<file path="src/rtl/sap_cfg.svh">
// sap_cfg.svh: register offsets, field positions, reset values and counts of the serial audio ports
`ifndef SAP_CFG_SVH
`define SAP_CFG_SVH

// ****************************************
// register offsets
// ****************************************
`define SAP_ADDR_IN_CTL 4'h0
`define SAP_ADDR_OUT_CTL 4'h4
`define SAP_ADDR_STATUS 4'h8

// ****************************************
// control fields
// ****************************************
`define SAP_FMT_HI 2
`define SAP_FMT_LO 0
`define SAP_BINV_BIT 3
`define SAP_LINV_BIT 4
`define SAP_RJ_HI 6
`define SAP_RJ_LO 5
`define SAP_MST_BIT 7
`define SAP_DIV_HI 11
`define SAP_DIV_LO 8

// ****************************************
// reset values
// ****************************************
`define SAP_IN_CTL_RST 7'h00
`define SAP_OUT_CTL_RST 12'h300
`define SAP_GEN_POS_RST 8'hFF

// ****************************************
// bit counts
// ****************************************
`define SAP_WORD_MAX 5'h18
`define SAP_MSB_IDX 5'h17
`define SAP_SLOT_BITS 6'h20
`define SAP_ONE_DELAY 5'h01
`define SAP_LJ_DELAY 5'h00
`define SAP_RJ_D8 5'h08
`define SAP_RJ_D12 5'h0C
`define SAP_RJ_D16 5'h10
`define SAP_LAST_2CH 8'h3F
`define SAP_LAST_TDM 8'hFF
`define SAP_HALF_2CH 8'h20
`define SAP_HALF_TDM 8'h80
`define SAP_POS_MAX 8'hFF

`endif

</file>
<file path="src/rtl/sap_pkg.sv">
// sap_pkg.sv: shared types of the serial audio ports
package sap_pkg;
   typedef enum logic [2:0] {
      SAP_FMT_I2S,
      SAP_FMT_LJ,
      SAP_FMT_RJ,
      SAP_FMT_TDM_CLK,
      SAP_FMT_TDM_PULSE
   } sap_fmt_e;
   typedef logic [23:0] sap_word_t;
endpackage : sap_pkg

</file>
<file path="src/rtl/sap_lane_if.sv">
// sap_lane_if.sv: bit timing strobes from a port engine to its data lanes
`timescale 1ns/1ps
interface sap_lane_if;
   logic tick;
   logic clr;
   logic en;
   logic [4:0] idx;
   modport ctl (output tick, output clr, output en, output idx);
   modport lane (input tick, input clr, input en, input idx);
endinterface : sap_lane_if

</file>
<file path="src/rtl/sap_rx_lane.sv">
// sap_rx_lane.sv: deserialiser for one input data lane
`timescale 1ns/1ps
`include "sap_cfg.svh"
module sap_rx_lane (
   input wire logic clk,
   input wire logic rst_n,
   sap_lane_if.lane ctl,
   input wire logic bit_i,
   output sap_pkg::sap_word_t word_q
);
   sap_pkg::sap_word_t word_d;

   // bits land msb first, so a short word ends up left aligned
   always_comb begin
      word_d = ctl.clr ? '0 : word_q;
      if (ctl.en) begin
         word_d[`SAP_MSB_IDX - ctl.idx] = bit_i;
      end
   end

   always_ff @(posedge clk or negedge rst_n) begin
      if (!rst_n) begin
         word_q <= '0;
      end else if (ctl.tick) begin
         word_q <= word_d;
      end
   end
endmodule : sap_rx_lane

</file>
<file path="src/rtl/sap_top.sv">
// sap_top.sv: serial audio input and output ports with their control registers
// Summary of operation
// - accept up to 24 bits, drop extras
// - right justified: msb after 8/12/16, lsb at edge
// - reset selects two-channel i2s on both ports
// - settings act alike, master or slave
// - output sets polarities, rate, frame type, format
// - input has four lanes, frame and bit clock
// - output drives four lanes with own clocks
// - input and output settings held apart
// - input always slave; output master or slave
// - master output clocks may loop to input
// - external dac served by output port only
// - data changes on falling bit clock
// - i2s: falling frame edge, msb one later
// - left justified: rising edge, msb aligned
// - tdm clock: falling edge, msb one later
// - tdm pulse: one-bit pulse, msb one later
// - tdm channels all on lane zero
// - slots 0-3 first half, 4-7 second
// - twos complement, msb first, left first
`timescale 1ns/1ps
`include "sap_cfg.svh"
module sap_top (
   input wire logic clk,
   input wire logic rst_n,
   input wire logic [3:0] reg_addr,
   input wire logic [31:0] reg_wdata,
   input wire logic reg_wr,
   input wire logic reg_rd,
   output logic [31:0] reg_rdata_q,
   input wire logic in_bclk,
   input wire logic in_lrclk,
   input wire logic [3:0] input_data_lane,
   input wire logic out_bclk_i,
   output logic out_bclk_o_q,
   output logic out_bclk_oe_n_q,
   input wire logic out_lrclk_i,
   output logic out_lrclk_o_q,
   output logic out_lrclk_oe_n_q,
   output logic [3:0] output_data_lane_q,
   output logic rx_valid_q,
   output logic [2:0] rx_slot_q,
   output logic [95:0] rx_data_q,
   input wire logic tx_wr,
   input wire logic [2:0] tx_chan,
   input wire logic [23:0] tx_word
);
   // ****************************************
   // format helpers
   // ****************************************
   function automatic logic f_tdm(input sap_pkg::sap_fmt_e f);
      f_tdm = (f == sap_pkg::SAP_FMT_TDM_CLK) || (f == sap_pkg::SAP_FMT_TDM_PULSE);
   endfunction : f_tdm

   // frame clock level after the frame start edge; in two-channel it marks left
   function automatic logic f_start_lvl(input sap_pkg::sap_fmt_e f);
      f_start_lvl = (f == sap_pkg::SAP_FMT_LJ) || (f == sap_pkg::SAP_FMT_RJ) ||
         (f == sap_pkg::SAP_FMT_TDM_PULSE);
   endfunction : f_start_lvl

   function automatic logic [4:0] f_msb(input sap_pkg::sap_fmt_e f, input logic [1:0] rj);
      case (f)
         sap_pkg::SAP_FMT_LJ: f_msb = `SAP_LJ_DELAY;
         sap_pkg::SAP_FMT_RJ: f_msb = (rj == 2'h0) ? `SAP_RJ_D8 :
            ((rj == 2'h1) ? `SAP_RJ_D12 : `SAP_RJ_D16);
         default: f_msb = `SAP_ONE_DELAY;
      endcase
   endfunction : f_msb

   // right justified words end on the frame clock edge
   function automatic logic [4:0] f_len(input sap_pkg::sap_fmt_e f, input logic [4:0] msb);
      f_len = (f == sap_pkg::SAP_FMT_RJ) ? 5'(`SAP_SLOT_BITS - {1'b0, msb}) :
         `SAP_WORD_MAX;
   endfunction : f_len

   // ****************************************
   // control registers
   // ****************************************
   logic [6:0] in_ctl_q;
   logic [11:0] out_ctl_q;
   logic [7:0] rx_frames_q;
   logic [7:0] tx_frames_q;

   // two separate registers so each port is set on its own
   always_ff @(posedge clk or negedge rst_n) begin
      if (!rst_n) begin
         in_ctl_q <= `SAP_IN_CTL_RST;
         out_ctl_q <= `SAP_OUT_CTL_RST;
      end else if (reg_wr) begin
         if (reg_addr == `SAP_ADDR_IN_CTL) begin
            in_ctl_q <= reg_wdata[6:0];
         end
         if (reg_addr == `SAP_ADDR_OUT_CTL) begin
            out_ctl_q <= reg_wdata[11:0];
         end
      end
   end

   always_ff @(posedge clk or negedge rst_n) begin
      if (!rst_n) begin
         reg_rdata_q <= '0;
      end else if (reg_rd) begin
         case (reg_addr)
            `SAP_ADDR_IN_CTL: reg_rdata_q <= {25'h0000000, in_ctl_q};
            `SAP_ADDR_OUT_CTL: reg_rdata_q <= {20'h00000, out_ctl_q};
            `SAP_ADDR_STATUS: reg_rdata_q <= {16'h0000, tx_frames_q, rx_frames_q};
            default: reg_rdata_q <= '0;
         endcase
      end else begin
         reg_rdata_q <= '0;
      end
   end

   sap_pkg::sap_fmt_e in_fmt;
   sap_pkg::sap_fmt_e out_fmt;
   logic out_master;
   assign in_fmt = sap_pkg::sap_fmt_e'(in_ctl_q[`SAP_FMT_HI:`SAP_FMT_LO]);
   assign out_fmt = sap_pkg::sap_fmt_e'(out_ctl_q[`SAP_FMT_HI:`SAP_FMT_LO]);
   assign out_master = out_ctl_q[`SAP_MST_BIT];

   // ****************************************
   // input port: always slave
   // ****************************************
   logic [5:0] rx_s1_q;
   logic [5:0] rx_s2_q;
   logic rx_bclk, rx_lr, rx_tdm, rx_tick, rx_edge, rx_fs, rx_restart, rx_start, rx_en;
   logic rx_bclk_q, rx_lr_q, rx_seen_q;
   logic [7:0] rx_pos_q, rx_pos_d, rx_off;
   logic [4:0] rx_n_q, rx_n_eff, rx_msb, rx_len;
   logic [2:0] rx_cur_q, rx_slot_d;
   sap_pkg::sap_word_t rx_word [4];
   sap_lane_if rx_if ();

   always_ff @(posedge clk or negedge rst_n) begin
      if (!rst_n) begin
         rx_s1_q <= '0;
         rx_s2_q <= '0;
      end else begin
         rx_s1_q <= {in_lrclk, in_bclk, input_data_lane};
         rx_s2_q <= rx_s1_q;
      end
   end

   assign rx_bclk = rx_s2_q[4] ^ in_ctl_q[`SAP_BINV_BIT];
   assign rx_lr = rx_s2_q[5] ^ in_ctl_q[`SAP_LINV_BIT];
   assign rx_tdm = f_tdm(in_fmt);
   assign rx_msb = f_msb(in_fmt, in_ctl_q[`SAP_RJ_HI:`SAP_RJ_LO]);
   assign rx_len = f_len(in_fmt, rx_msb);
   // sample on the rising bit clock, since the sender changes on the falling one
   assign rx_tick = rx_bclk & ~rx_bclk_q;
   assign rx_edge = rx_tick & (rx_lr != rx_lr_q);
   assign rx_fs = rx_edge & (rx_lr == f_start_lvl(in_fmt));
   assign rx_restart = rx_fs | (rx_edge & ~rx_tdm);
   assign rx_pos_d = rx_restart ? 8'h00 :
      ((rx_pos_q == `SAP_POS_MAX) ? rx_pos_q : rx_pos_q + 8'h01);
   assign rx_off = rx_tdm ? {3'h0, rx_pos_d[4:0]} : rx_pos_d;
   assign rx_start = rx_restart | (rx_tdm & (rx_pos_d[4:0] == 5'h00));
   assign rx_n_eff = rx_start ? 5'h00 : rx_n_q;
   assign rx_en = (rx_off >= {3'h0, rx_msb}) && (rx_n_eff < rx_len);
   assign rx_slot_d = rx_tdm ? rx_pos_d[7:5] :
      {2'h0, rx_lr != f_start_lvl(in_fmt)};

   assign rx_if.tick = rx_tick;
   assign rx_if.clr = rx_start;
   assign rx_if.en = rx_en;
   assign rx_if.idx = rx_n_eff;

   always_ff @(posedge clk or negedge rst_n) begin
      if (!rst_n) begin
         rx_bclk_q <= 1'b0;
         rx_lr_q <= 1'b0;
         rx_pos_q <= 8'h00;
         rx_n_q <= 5'h00;
         rx_cur_q <= 3'h0;
         rx_seen_q <= 1'b0;
      end else begin
         rx_bclk_q <= rx_bclk;
         if (rx_tick) begin
            rx_lr_q <= rx_lr;
            rx_pos_q <= rx_pos_d;
            rx_n_q <= rx_en ? rx_n_eff + 5'h01 : rx_n_eff;
            if (rx_start) begin
               rx_cur_q <= rx_slot_d;
            end
            if (rx_fs) begin
               rx_seen_q <= 1'b1;
            end
         end
      end
   end

   // a finished word leaves when the next word begins
   always_ff @(posedge clk or negedge rst_n) begin
      if (!rst_n) begin
         rx_valid_q <= 1'b0;
         rx_slot_q <= 3'h0;
         rx_data_q <= '0;
         rx_frames_q <= 8'h00;
      end else begin
         rx_valid_q <= rx_tick & rx_start & rx_seen_q;
         if (rx_tick && rx_start) begin
            rx_slot_q <= rx_cur_q;
            rx_data_q <= {rx_word[3], rx_word[2], rx_word[1], rx_word[0]};
         end
         if (rx_fs) begin
            rx_frames_q <= rx_frames_q + 8'h01;
         end
      end
   end

   // ****************************************
   // output port clock generator
   // ****************************************
   logic [3:0] gen_div_q;
   logic gen_bclk_q, gen_lr_q;
   logic [7:0] gen_pos_q, gen_next, gen_last, gen_half;
   logic tx_tdm;

   assign tx_tdm = f_tdm(out_fmt);
   assign gen_last = tx_tdm ? `SAP_LAST_TDM : `SAP_LAST_2CH;
   assign gen_half = tx_tdm ? `SAP_HALF_TDM : `SAP_HALF_2CH;
   assign gen_next = (gen_pos_q >= gen_last) ? 8'h00 : gen_pos_q + 8'h01;

   always_ff @(posedge clk or negedge rst_n) begin
      if (!rst_n) begin
         gen_div_q <= 4'h0;
         gen_bclk_q <= 1'b1;
         gen_lr_q <= 1'b1;
         gen_pos_q <= `SAP_GEN_POS_RST;
      end else if (!out_master) begin
         gen_div_q <= 4'h0;
         gen_bclk_q <= 1'b1;
      end else if (gen_div_q == out_ctl_q[`SAP_DIV_HI:`SAP_DIV_LO]) begin
         gen_div_q <= 4'h0;
         gen_bclk_q <= ~gen_bclk_q;
         if (gen_bclk_q) begin
            gen_pos_q <= gen_next;
            gen_lr_q <= (out_fmt == sap_pkg::SAP_FMT_TDM_PULSE) ? (gen_next == 8'h00) :
               (f_start_lvl(out_fmt) ^ (gen_next >= gen_half));
         end
      end else begin
         gen_div_q <= gen_div_q + 4'h1;
      end
   end

   // master clocks drive the pins, ready to loop back to the input port
   always_ff @(posedge clk or negedge rst_n) begin
      if (!rst_n) begin
         out_bclk_o_q <= 1'b0;
         out_lrclk_o_q <= 1'b0;
         out_bclk_oe_n_q <= 1'b1;
         out_lrclk_oe_n_q <= 1'b1;
      end else begin
         out_bclk_o_q <= gen_bclk_q ^ out_ctl_q[`SAP_BINV_BIT];
         out_lrclk_o_q <= gen_lr_q ^ out_ctl_q[`SAP_LINV_BIT];
         out_bclk_oe_n_q <= ~out_master;
         out_lrclk_oe_n_q <= ~out_master;
      end
   end

   // ****************************************
   // output port engine, master or slave
   // ****************************************
   logic [1:0] tx_s1_q;
   logic [1:0] tx_s2_q;
   logic tx_bclk, tx_lr, tx_tick, tx_edge, tx_fs, tx_restart, tx_start, tx_en;
   logic tx_bclk_q, tx_lr_q, tx_seen_q;
   logic [7:0] tx_pos_q, tx_pos_d, tx_off;
   logic [4:0] tx_n_q, tx_n_eff, tx_msb, tx_len;
   logic [2:0] tx_slot_d;
   sap_pkg::sap_word_t tx_buf_q [8];
   sap_pkg::sap_word_t tx_lane_word [4];
   sap_lane_if tx_if ();

   always_ff @(posedge clk or negedge rst_n) begin
      if (!rst_n) begin
         tx_s1_q <= '0;
         tx_s2_q <= '0;
      end else begin
         tx_s1_q <= {out_lrclk_i, out_bclk_i};
         tx_s2_q <= tx_s1_q;
      end
   end

   always_ff @(posedge clk or negedge rst_n) begin
      if (!rst_n) begin
         for (int i = 0; i < 8; i++) begin
            tx_buf_q[i] <= '0;
         end
      end else if (tx_wr) begin
         tx_buf_q[tx_chan] <= tx_word;
      end
   end

   // the same timing path serves generated and received clocks
   assign tx_bclk = out_master ? gen_bclk_q : tx_s2_q[0] ^ out_ctl_q[`SAP_BINV_BIT];
   assign tx_lr = out_master ? gen_lr_q : tx_s2_q[1] ^ out_ctl_q[`SAP_LINV_BIT];
   assign tx_msb = f_msb(out_fmt, out_ctl_q[`SAP_RJ_HI:`SAP_RJ_LO]);
   assign tx_len = f_len(out_fmt, tx_msb);
   assign tx_tick = ~tx_bclk & tx_bclk_q;
   assign tx_edge = tx_tick & (tx_lr != tx_lr_q);
   assign tx_fs = tx_edge & (tx_lr == f_start_lvl(out_fmt));
   assign tx_restart = tx_fs | (tx_edge & ~tx_tdm);
   assign tx_pos_d = tx_restart ? 8'h00 :
      ((tx_pos_q == `SAP_POS_MAX) ? tx_pos_q : tx_pos_q + 8'h01);
   assign tx_off = tx_tdm ? {3'h0, tx_pos_d[4:0]} : tx_pos_d;
   assign tx_start = tx_restart | (tx_tdm & (tx_pos_d[4:0] == 5'h00));
   assign tx_n_eff = tx_start ? 5'h00 : tx_n_q;
   assign tx_en = (tx_seen_q | tx_fs) && (tx_off >= {3'h0, tx_msb}) &&
      (tx_n_eff < tx_len);
   assign tx_slot_d = tx_tdm ? tx_pos_d[7:5] :
      {2'h0, tx_lr != f_start_lvl(out_fmt)};

   assign tx_if.tick = tx_tick;
   assign tx_if.clr = tx_start;
   assign tx_if.en = tx_en;
   assign tx_if.idx = tx_n_eff;

   always_ff @(posedge clk or negedge rst_n) begin
      if (!rst_n) begin
         tx_bclk_q <= 1'b0;
         tx_lr_q <= 1'b0;
         tx_pos_q <= 8'h00;
         tx_n_q <= 5'h00;
         tx_seen_q <= 1'b0;
         tx_frames_q <= 8'h00;
      end else begin
         tx_bclk_q <= tx_bclk;
         if (tx_tick) begin
            tx_lr_q <= tx_lr;
            tx_pos_q <= tx_pos_d;
            tx_n_q <= tx_en ? tx_n_eff + 5'h01 : tx_n_eff;
         end
         if (tx_fs) begin
            tx_seen_q <= 1'b1;
            tx_frames_q <= tx_frames_q + 8'h01;
         end
      end
   end

   // ****************************************
   // data lanes
   // ****************************************
   for (genvar l = 0; l < 4; l++) begin : g_lane
      assign tx_lane_word[l] = tx_tdm ? ((l == 0) ? tx_buf_q[tx_slot_d] : '0) :
         tx_buf_q[{2'(l), tx_slot_d[0]}];
      sap_rx_lane u_rx (
         .clk(clk),
         .rst_n(rst_n),
         .ctl(rx_if.lane),
         .bit_i(rx_s2_q[l]),
         .word_q(rx_word[l])
      );
      sap_tx_lane u_tx (
         .clk(clk),
         .rst_n(rst_n),
         .ctl(tx_if.lane),
         .word_i(tx_lane_word[l]),
         .bit_q(output_data_lane_q[l])
      );
   end
endmodule : sap_top

</file>
<file path="src/rtl/sap_tx_lane.sv">
// sap_tx_lane.sv: serialiser for one output data lane
`timescale 1ns/1ps
`include "sap_cfg.svh"
module sap_tx_lane (
   input wire logic clk,
   input wire logic rst_n,
   sap_lane_if.lane ctl,
   input sap_pkg::sap_word_t word_i,
   output logic bit_q
);
   sap_pkg::sap_word_t held_q;
   sap_pkg::sap_word_t src;

   assign src = ctl.clr ? word_i : held_q;

   always_ff @(posedge clk or negedge rst_n) begin
      if (!rst_n) begin
         held_q <= '0;
      end else if (ctl.tick && ctl.clr) begin
         held_q <= word_i;
      end
   end

   // idle bit periods carry zero
   always_ff @(posedge clk or negedge rst_n) begin
      if (!rst_n) begin
         bit_q <= 1'b0;
      end else if (ctl.tick) begin
         bit_q <= ctl.en ? src[`SAP_MSB_IDX - ctl.idx] : 1'b0;
      end
   end
endmodule : sap_tx_lane

</file>
<file path="config.mk">
export PLATFORM = sky130hd
export DESIGN_NAME = sap_top
export DESIGN_NICKNAME = d
export VERILOG_FILES = /design/src/rtl/sap_pkg.sv /design/src/rtl/sap_lane_if.sv /design/src/rtl/sap_rx_lane.sv /design/src/rtl/sap_top.sv /design/src/rtl/sap_tx_lane.sv
export VERILOG_INCLUDE_DIRS = /design/src /design/src/rtl
export SDC_FILE = /design/constraint.sdc
export NUM_CORES = 1
export LEC_CHECK = 0
export BUFFER_PORTS_ARGS = -buffer_cell sky130_fd_sc_hd__buf_2
export CAP_MARGIN = 0
export CORE_ASPECT_RATIO = 1.25
export CORE_MARGIN = 4
export CORE_UTILIZATION = 38
export CTS_CLUSTER_SIZE = 25
export DETAILED_ROUTE_END_ITERATION = 12
export GPL_TIMING_DRIVEN = 0
export HOLD_SLACK_MARGIN = 0.05
export SLEW_MARGIN = 40
export SYNTH_ARGS = -nofsm -noshare
export SYNTH_HDL_FRONTEND = slang
export SYNTH_SLANG_ARGS = --single-unit
</file>
<file path="constraint.sdc">
create_clock -name clk -period 10.5 [get_ports clk]
set_input_delay 1.05 -clock clk [delete_from_list [all_inputs] [get_ports clk]]
set_output_delay 1.05 -clock clk [all_outputs]
set_load 0.01 [all_outputs]
</file>
==> out/metrics.yaml, run 1 <==
status: "finished clean"
io_pins: 216
synth_top_area_share: 0.542
grt_use_total: 0.204
synth-edff-count: 0
cts_tree: "built"
power_density_nw_per_um2: 277
fillers: 6526
clk_root_buffer_cell: "clkbuf_16"
vias: 19796
criticalPathCategory: "flop to flop"
final-seq-area_um2: 15200
max_cap_violations: 0
h-tree-depth: 3
netlist_instances: 2395
via_per_inst: 5.41
grt_max_degree: 78
syn_avg_cell_area_um2: 11.4
fin_crit_ns: 4.80
hold_viol: 0
synth_area_um2: 27400
rsz0062_at_grt: "false"
required_ns: 10.99
ctsHoldBuffers: 0
fin_total_pwr_mw: 8.88
post-cts-setup-buffer-count: 0
holdWs_ns: 0.348
ys.flop_type: "dfrtp_1"
area_growth_pct: 17.0
clkPwrFrac: 0.265
place.gp.congestion: 0.898
die_h_um: 308
fin_skew_ns: 0.0292
antenna_found_initial: 7
grt-ovfl-total: 0
avgRoutedWirePerCell_um: 21.3
drive_gt1_frac: 0.234
dp_hpwl_mm: 56.5
worstMarginPinSlew_ns: 0.873
synth.most_common_cell: "dfrtp_1"
seqPwrFrac: 0.403
die_x_um: 248
p_leak_nw: 15.0
slew_headroom: 0.418
first_global_vias: 20526
yosysWarnings: 0
swShare: 0.359
clock_path_buffers: 3
finalWirelength_mm: 77.9
min_path_type: "flop to flop"
ys_top_cells_by_area: "dfrtp_1 54%, mux2_2 8.8%, nand2_1 7.1%, mux2i_1 5.6%, mux4_2 2.0%"
coreArea_um2: 71100
timing.fmax_mhz: 208
port_buffers: 175
setup_viol: 0
ant_nets: 0
ys_seq_area_frac: 0.555
p_switching_mw: 3.19
end_kind: "flop"
multi_input_area_um2: 11400
yosys.cell_types.count: 84
clock-sinks: 607
num-nets-final: 2771
yosys-top-cells-count: "594 x dfrtp_1, 515 x nand2_1, 215 x mux2_2, 152 x mux2i_1, 107 x clkbuf_1"
rows: 109
async_flop_share: 1.00
setup_tns_ns: 0
yosys.area.top_type: "dfrtp_1"
drc_errors: 0
setup.worst_path.start_class: "flop"
grt_pass1_wl_mm: 121
pre_cts_ws_ns: 5.75
intPower_mw: 5.69
start_util: 0.386
path_max_fanout: 10
cp.arrival_ns: 5.29
ys_ff_latch: 607
ctsResizeCount: 0
cts_buffers: 67
die-area_um2: 76500
drt_iter0_markers: 1452
clkLatencyLatePin_ns: 0.61
p_comb_frac: 0.333
finalWorstSetupSlack_ns: 5.70
clkSlewWorstSetupHoldPaths_ns: 0.06
fin_crit_sh: 0.458
peakVddDrop_v: 0.000164
slew_violations: 0
firstDrtPassIters: 7
final cells by class:
type | instances | share of cell area
antenna | 6 | 0.000468
buffer | 173 | 0.0258
clock buffer | 100 | 0.0602
clock inverter | 17 | 0.00894
inverter | 17 | 0.00199
multi-input combinational | 1616 | 0.357
sequential | 607 | 0.474
tap | 943 | 0.0368
timing repair buffer | 183 | 0.0345
power groups by stage:
| stage | clock, mW | combinational, mW | sequential [mW] |
|---|---|---|---|
| after floorplan | 0 | 1.97 | 3.49 |
| after CTS | 2.41 | 2.97 | 3.57 |
| after detailed placement | 0 | 2.96 | 3.61 |
| after global routing | 2.51 | 3.23 | 3.65 |
| final | 2.35 | 2.96 | 3.57 |
| after global placement | 0 | 2.88 | 3.58 |
cells in the final DEF, fill, tap and decap left out, drive strengths merged, types with 29 or more instances in the layout:
cell type  instances
a21oi             36
a22o              29
buf              249
clkbuf           207
dfrtp            594
ha                30
mux2             215
mux2i            152
nand2            516
nand3             43
nor2              63
o21ai            102
worst paths after layout:
check / end / slack [ns] / cells after the start / start
max in group asynchronous: tx_buf_q[101]$_DFFE_PN0P_ / 8.60 / 4 / rst_n
min: rx_s2_q[5]$_DFF_PN0_ / 0.35 / 0 / rx_s1_q[5]$_DFF_PN0_
min in group asynchronous: reg_rdata_q[3]$_DFF_PN0_ / 0.39 / 1 / rst_n
min reg2reg: rx_s2_q[5]$_DFF_PN0_ / 0.35 / 0 / rx_s1_q[5]$_DFF_PN0_
max: g_lane[3].u_rx.word_q[20]$_DFFE_PN0P_ / 5.70 / 19 / in_ctl_q[0]$_DFFE_PN0P_
max reg2reg: g_lane[3].u_rx.word_q[20]$_DFFE_PN0P_ / 5.70 / 19 / in_ctl_q[0]$_DFFE_PN0P_
cell families (layout without fill, tap and decap cells):
family	count (synthesis)	in the layout	synth area share
AO/OA/AOI/OAI	360	360	0.0941
XOR/XNOR	44	44	0.0151
adder cells (fa/ha/maj)	31	31	0.0141
buffers and inverters	190	490	0.0321
flip-flops	607	607	0.555
multiplexers	391	391	0.164
other	2	26	0.000274
AND/OR/NAND/NOR	770	770	0.126
per-layer routing:
| metal | vias to the layer above | routed length (um) | GRT usage | part of all wire |
|---|---|---|---|---|
| met4 | 0 | 2740 | 0.0776 | 0.035 |
| met2 | 543 | 39400 | 0.358 | 0.51 |
| met1 | 10095 | 31900 | 0.251 | 0.41 |
| met3 | 131 | 3820 | 0.0330 | 0.049 |
| li1 | 9027 | - | - | - |
| met5 | - | 0 | 0 | 0 |
per-stage QoR:
stage / instances / util / area, um2
2_1_floorplan: 2413 / - / 27500
3_3_place_gp: 3531 / 0.416 / 29500
3_5_place_dp: 3539 / 0.420 / 29800
4_1_cts: 3656 / 0.451 / 32000
5_1_grt: 3657 / 0.451 / 32000
6_report: 3662 / 0.451 / 32100
state kept, by name, indices dropped and copies added, names as in the netlist, 6 cells and up:
signal / count
tx_frames_q: 8
reg_rdata_q: 16
in_ctl_q: 7
rx_s1_q: 6
gen_pos_q: 8
rx_pos_q: 8
g_lane.u_tx.held_q: 96
out_ctl_q: 12
rx_data_q: 96
tx_pos_q: 8
g_lane.u_rx.word_q: 96
rx_s2_q: 6
tx_buf_q: 192
rx_frames_q: 8
critical path, stage by stage, from the launching register on:
cell and delay [ns]:
dfrtp_1 0.37, clkbuf_1 0.25, nor3b_1 0.41, mux2i_1 0.15, and2_1 0.19, buf_6 0.14
a41oi_2 0.46, buf_2 0.34, nand2_1 0.15, inv_1 0.15, ha_1 0.24, o21ai_0 0.15
nand2b_1 0.09, a31o_2 0.27, a31oi_4 0.29, and2_1 0.17, buf_4 0.14, buf_2 0.22
a31oi_1 0.25, a22o_1 0.25
(Power assumes the default switching activity.)
==> run 2: changes to the inputs <==
==> constraint.sdc (replaced) <==
create_clock -name clk -period 3.9 [get_ports clk]
set_input_delay 0.39 -clock clk [delete_from_list [all_inputs] [get_ports clk]]
set_output_delay 0.39 -clock clk [all_outputs]
set_load 0.01 [all_outputs]
==> run 2 against run 1 <==
Sequential cell count did not move; combinational power grew to 2.8 times the previous value; largest cell class unchanged; first-iteration DRC count rose by 2.3%; global-route usage rose by 0.11 points; largest power group unchanged; critical path type unchanged; count of clock-buffer cells in the layout is the same; worst setup slack worse by 5.5 ns; utilization grew 1.0 points.
==> out/metrics.yaml, run 2 (synthesized netlist as in run 1, its figures left out) <==
io_pins: 216  # unchanged
finalWorstSetupSlack_ns: 0.174  # -5.52 ns
power_density_nw_per_um2: 744  # +170%
cp.arrival_ns: 4.21  # -1.08 ns
cts_tree: "built"
die_h_um: 308  # unchanged
setup.worst_path.start_class: "flop"
fin_total_pwr_mw: 24.4  # +170%
start_util: 0.386  # unchanged
antenna_found_initial: 6  # -1
vias: 20083  # +1.4%
num-nets-final: 2811  # +1.4%
grt_use_total: 0.205  # +0.00111
grt-ovfl-total: 0  # unchanged
fin_skew_ns: 0.0283  # -0.000828 ns
required_ns: 4.39  # -6.60 ns
largest_register_ffs: 192  # unchanged
slew_violations: 0  # unchanged
clkLatencyLatePin_ns: 0.61  # about the same
first_global_vias: 20730  # +0.99%
drive_gt1_frac: 0.254  # +0.0206
port_buffers: 175  # unchanged
status: "finished clean"
drc_errors: 0  # unchanged
avgRoutedWirePerCell_um: 21.3  # about the same
end_kind: "flop"
clock_path_buffers: 3  # unchanged
mostFrequentLayoutCells: "590 x dfrtp_1, 514 x nand2_1, 215 x mux2_2"
fin_crit_ns: 3.73  # -1.08 ns
drt_iter0_markers: 1485  # +2.3%
cts_buffers: 67  # unchanged
setup_viol: 0  # unchanged
dp_hpwl_mm: 56.5  # unchanged
grt_pass1_wl_mm: 122  # +0.64%
path_max_fanout: 8  # -2
hold_viol: 0  # unchanged
coreArea_um2: 71100  # unchanged
p_leak_nw: 15.2  # +1.7%
regMostFlops: "tx_buf_q"
peakVddDrop_v: 0.000445  # +170%
firstDrtPassIters: 6  # -1
clkSlewWorstSetupHoldPaths_ns: 0.06  # about the same
place.gp.congestion: 0.898  # unchanged
finalWirelength_mm: 78.7  # +1.1%
r2r_setup_slack_ns: 0.17  # -5.52 ns
via_per_inst: 5.43  # +0.38%
slew_headroom: 0.423  # +0.00534
max_cap_violations: 0  # unchanged
die_x_um: 248  # unchanged
criticalPathCategory: "flop to flop"
min_path_type: "input pin to flop"
h-tree-depth: 3  # unchanged
grt_max_degree: 78  # unchanged
final_common_cell: "dfrtp_1"
clk_root_buffer_cell: "clkbuf_16"
ant_nets: 0  # unchanged
fin_crit_sh: 0.955  # +0.498
timing.fmax_mhz: 268  # +29%
area_growth_pct: 19.6
die-area_um2: 76500  # unchanged
pre_cts_ws_ns: -0.852  # -6.60 ns
clock-sinks: 607  # unchanged
worstMarginPinSlew_ns: 0.865  # -0.00801 ns
rows: 109  # unchanged
[run 2: cell type report]
class | instances | area, um2
Antenna cell | 5 | 12.5
Buffer | 165 | 840
Clock buffer | 100 | 1930
Clock inverter | 17 | 287
Fill cell | 6473 | 38300
Inverter | 17 | 63.8
Multi-Input combinational cell | 1616 | 11700
Sequential cell | 607 | 15200
Tap cell | 943 | 1180
Timing Repair Buffer | 231 | 1550
[run 2: where the power goes]
group | leakage [nW] | switching, mW | internal, mW
combinational | 6.55 | 4.80 | 3.62
sequential | 7.63 | 1.36 | 8.29
clock | 1.07 | 2.61 | 3.73
[run 2: worst paths after layout]
kind,startpoint,endpoint,depth (start not counted)
min,tx_word[20],tx_buf_q[68]$_DFFE_PN0P_,2
max in group asynchronous,rst_n,tx_buf_q[35]$_DFFE_PN0P_,5
max,rx_pos_q[1]$_DFFE_PN0P_,g_lane[1].u_rx.word_q[0]$_DFFE_PN0P_,19
min reg2reg,rx_s1_q[5]$_DFF_PN0_,rx_s2_q[5]$_DFF_PN0_,0
max reg2reg,rx_pos_q[1]$_DFFE_PN0P_,g_lane[1].u_rx.word_q[0]$_DFFE_PN0P_,19
min in group asynchronous,rst_n,reg_rdata_q[3]$_DFF_PN0_,2
[run 2: stage by stage]
step	instance area, um2	instances	hold WS [ns]	util	TNS [ns]
after floorplan	27500	2413	0.0944	-	0
after global placement	29500	3531	0.337	0.416	-5888.71
after detailed placement	29800	3539	0.339	0.420	-72.11
after CTS	32500	3686	0.0855	0.457	0
after global routing	32800	3696	0.119	0.461	-0.0839
final	32800	3701	0.128	0.461	0
[run 2: per-layer routing]
layer / share of wire / global-route usage / vias up
met5: 0 / 0 / -
met4: 0.035 / 0.0778 / 0
met3: 0.054 / 0.0321 / 137
met2: 0.51 / 0.361 / 598
met1: 0.40 / 0.253 / 10250
li1: - / - / 9098
[run 2: worst max-delay path, stage by stage (launching register included)]
cell      delay, ns
dfrtp_1        0.42
ha_4           0.18
and4_4         0.23
a41oi_2        0.13
or2_4          0.27
a41oi_4        0.27
buf_6          0.15
nand2_4        0.06
inv_2          0.09
ha_1           0.23
o21ai_1        0.11
nand2b_1       0.09
o211ai_1       0.22
inv_1          0.10
a21oi_2        0.18
and2_4         0.16
buf_6          0.13
buf_12         0.13
nand4_4        0.21
mux2i_2        0.25
[run 2: repair_timing]
item,CTS,global route
hold endpoints to repair,88,0
hold buffers,22,0
setup endpoints to repair,156,191
cloned,1,1
pin swaps,4,19
setup buffers,10,14
resized for setup,42,38
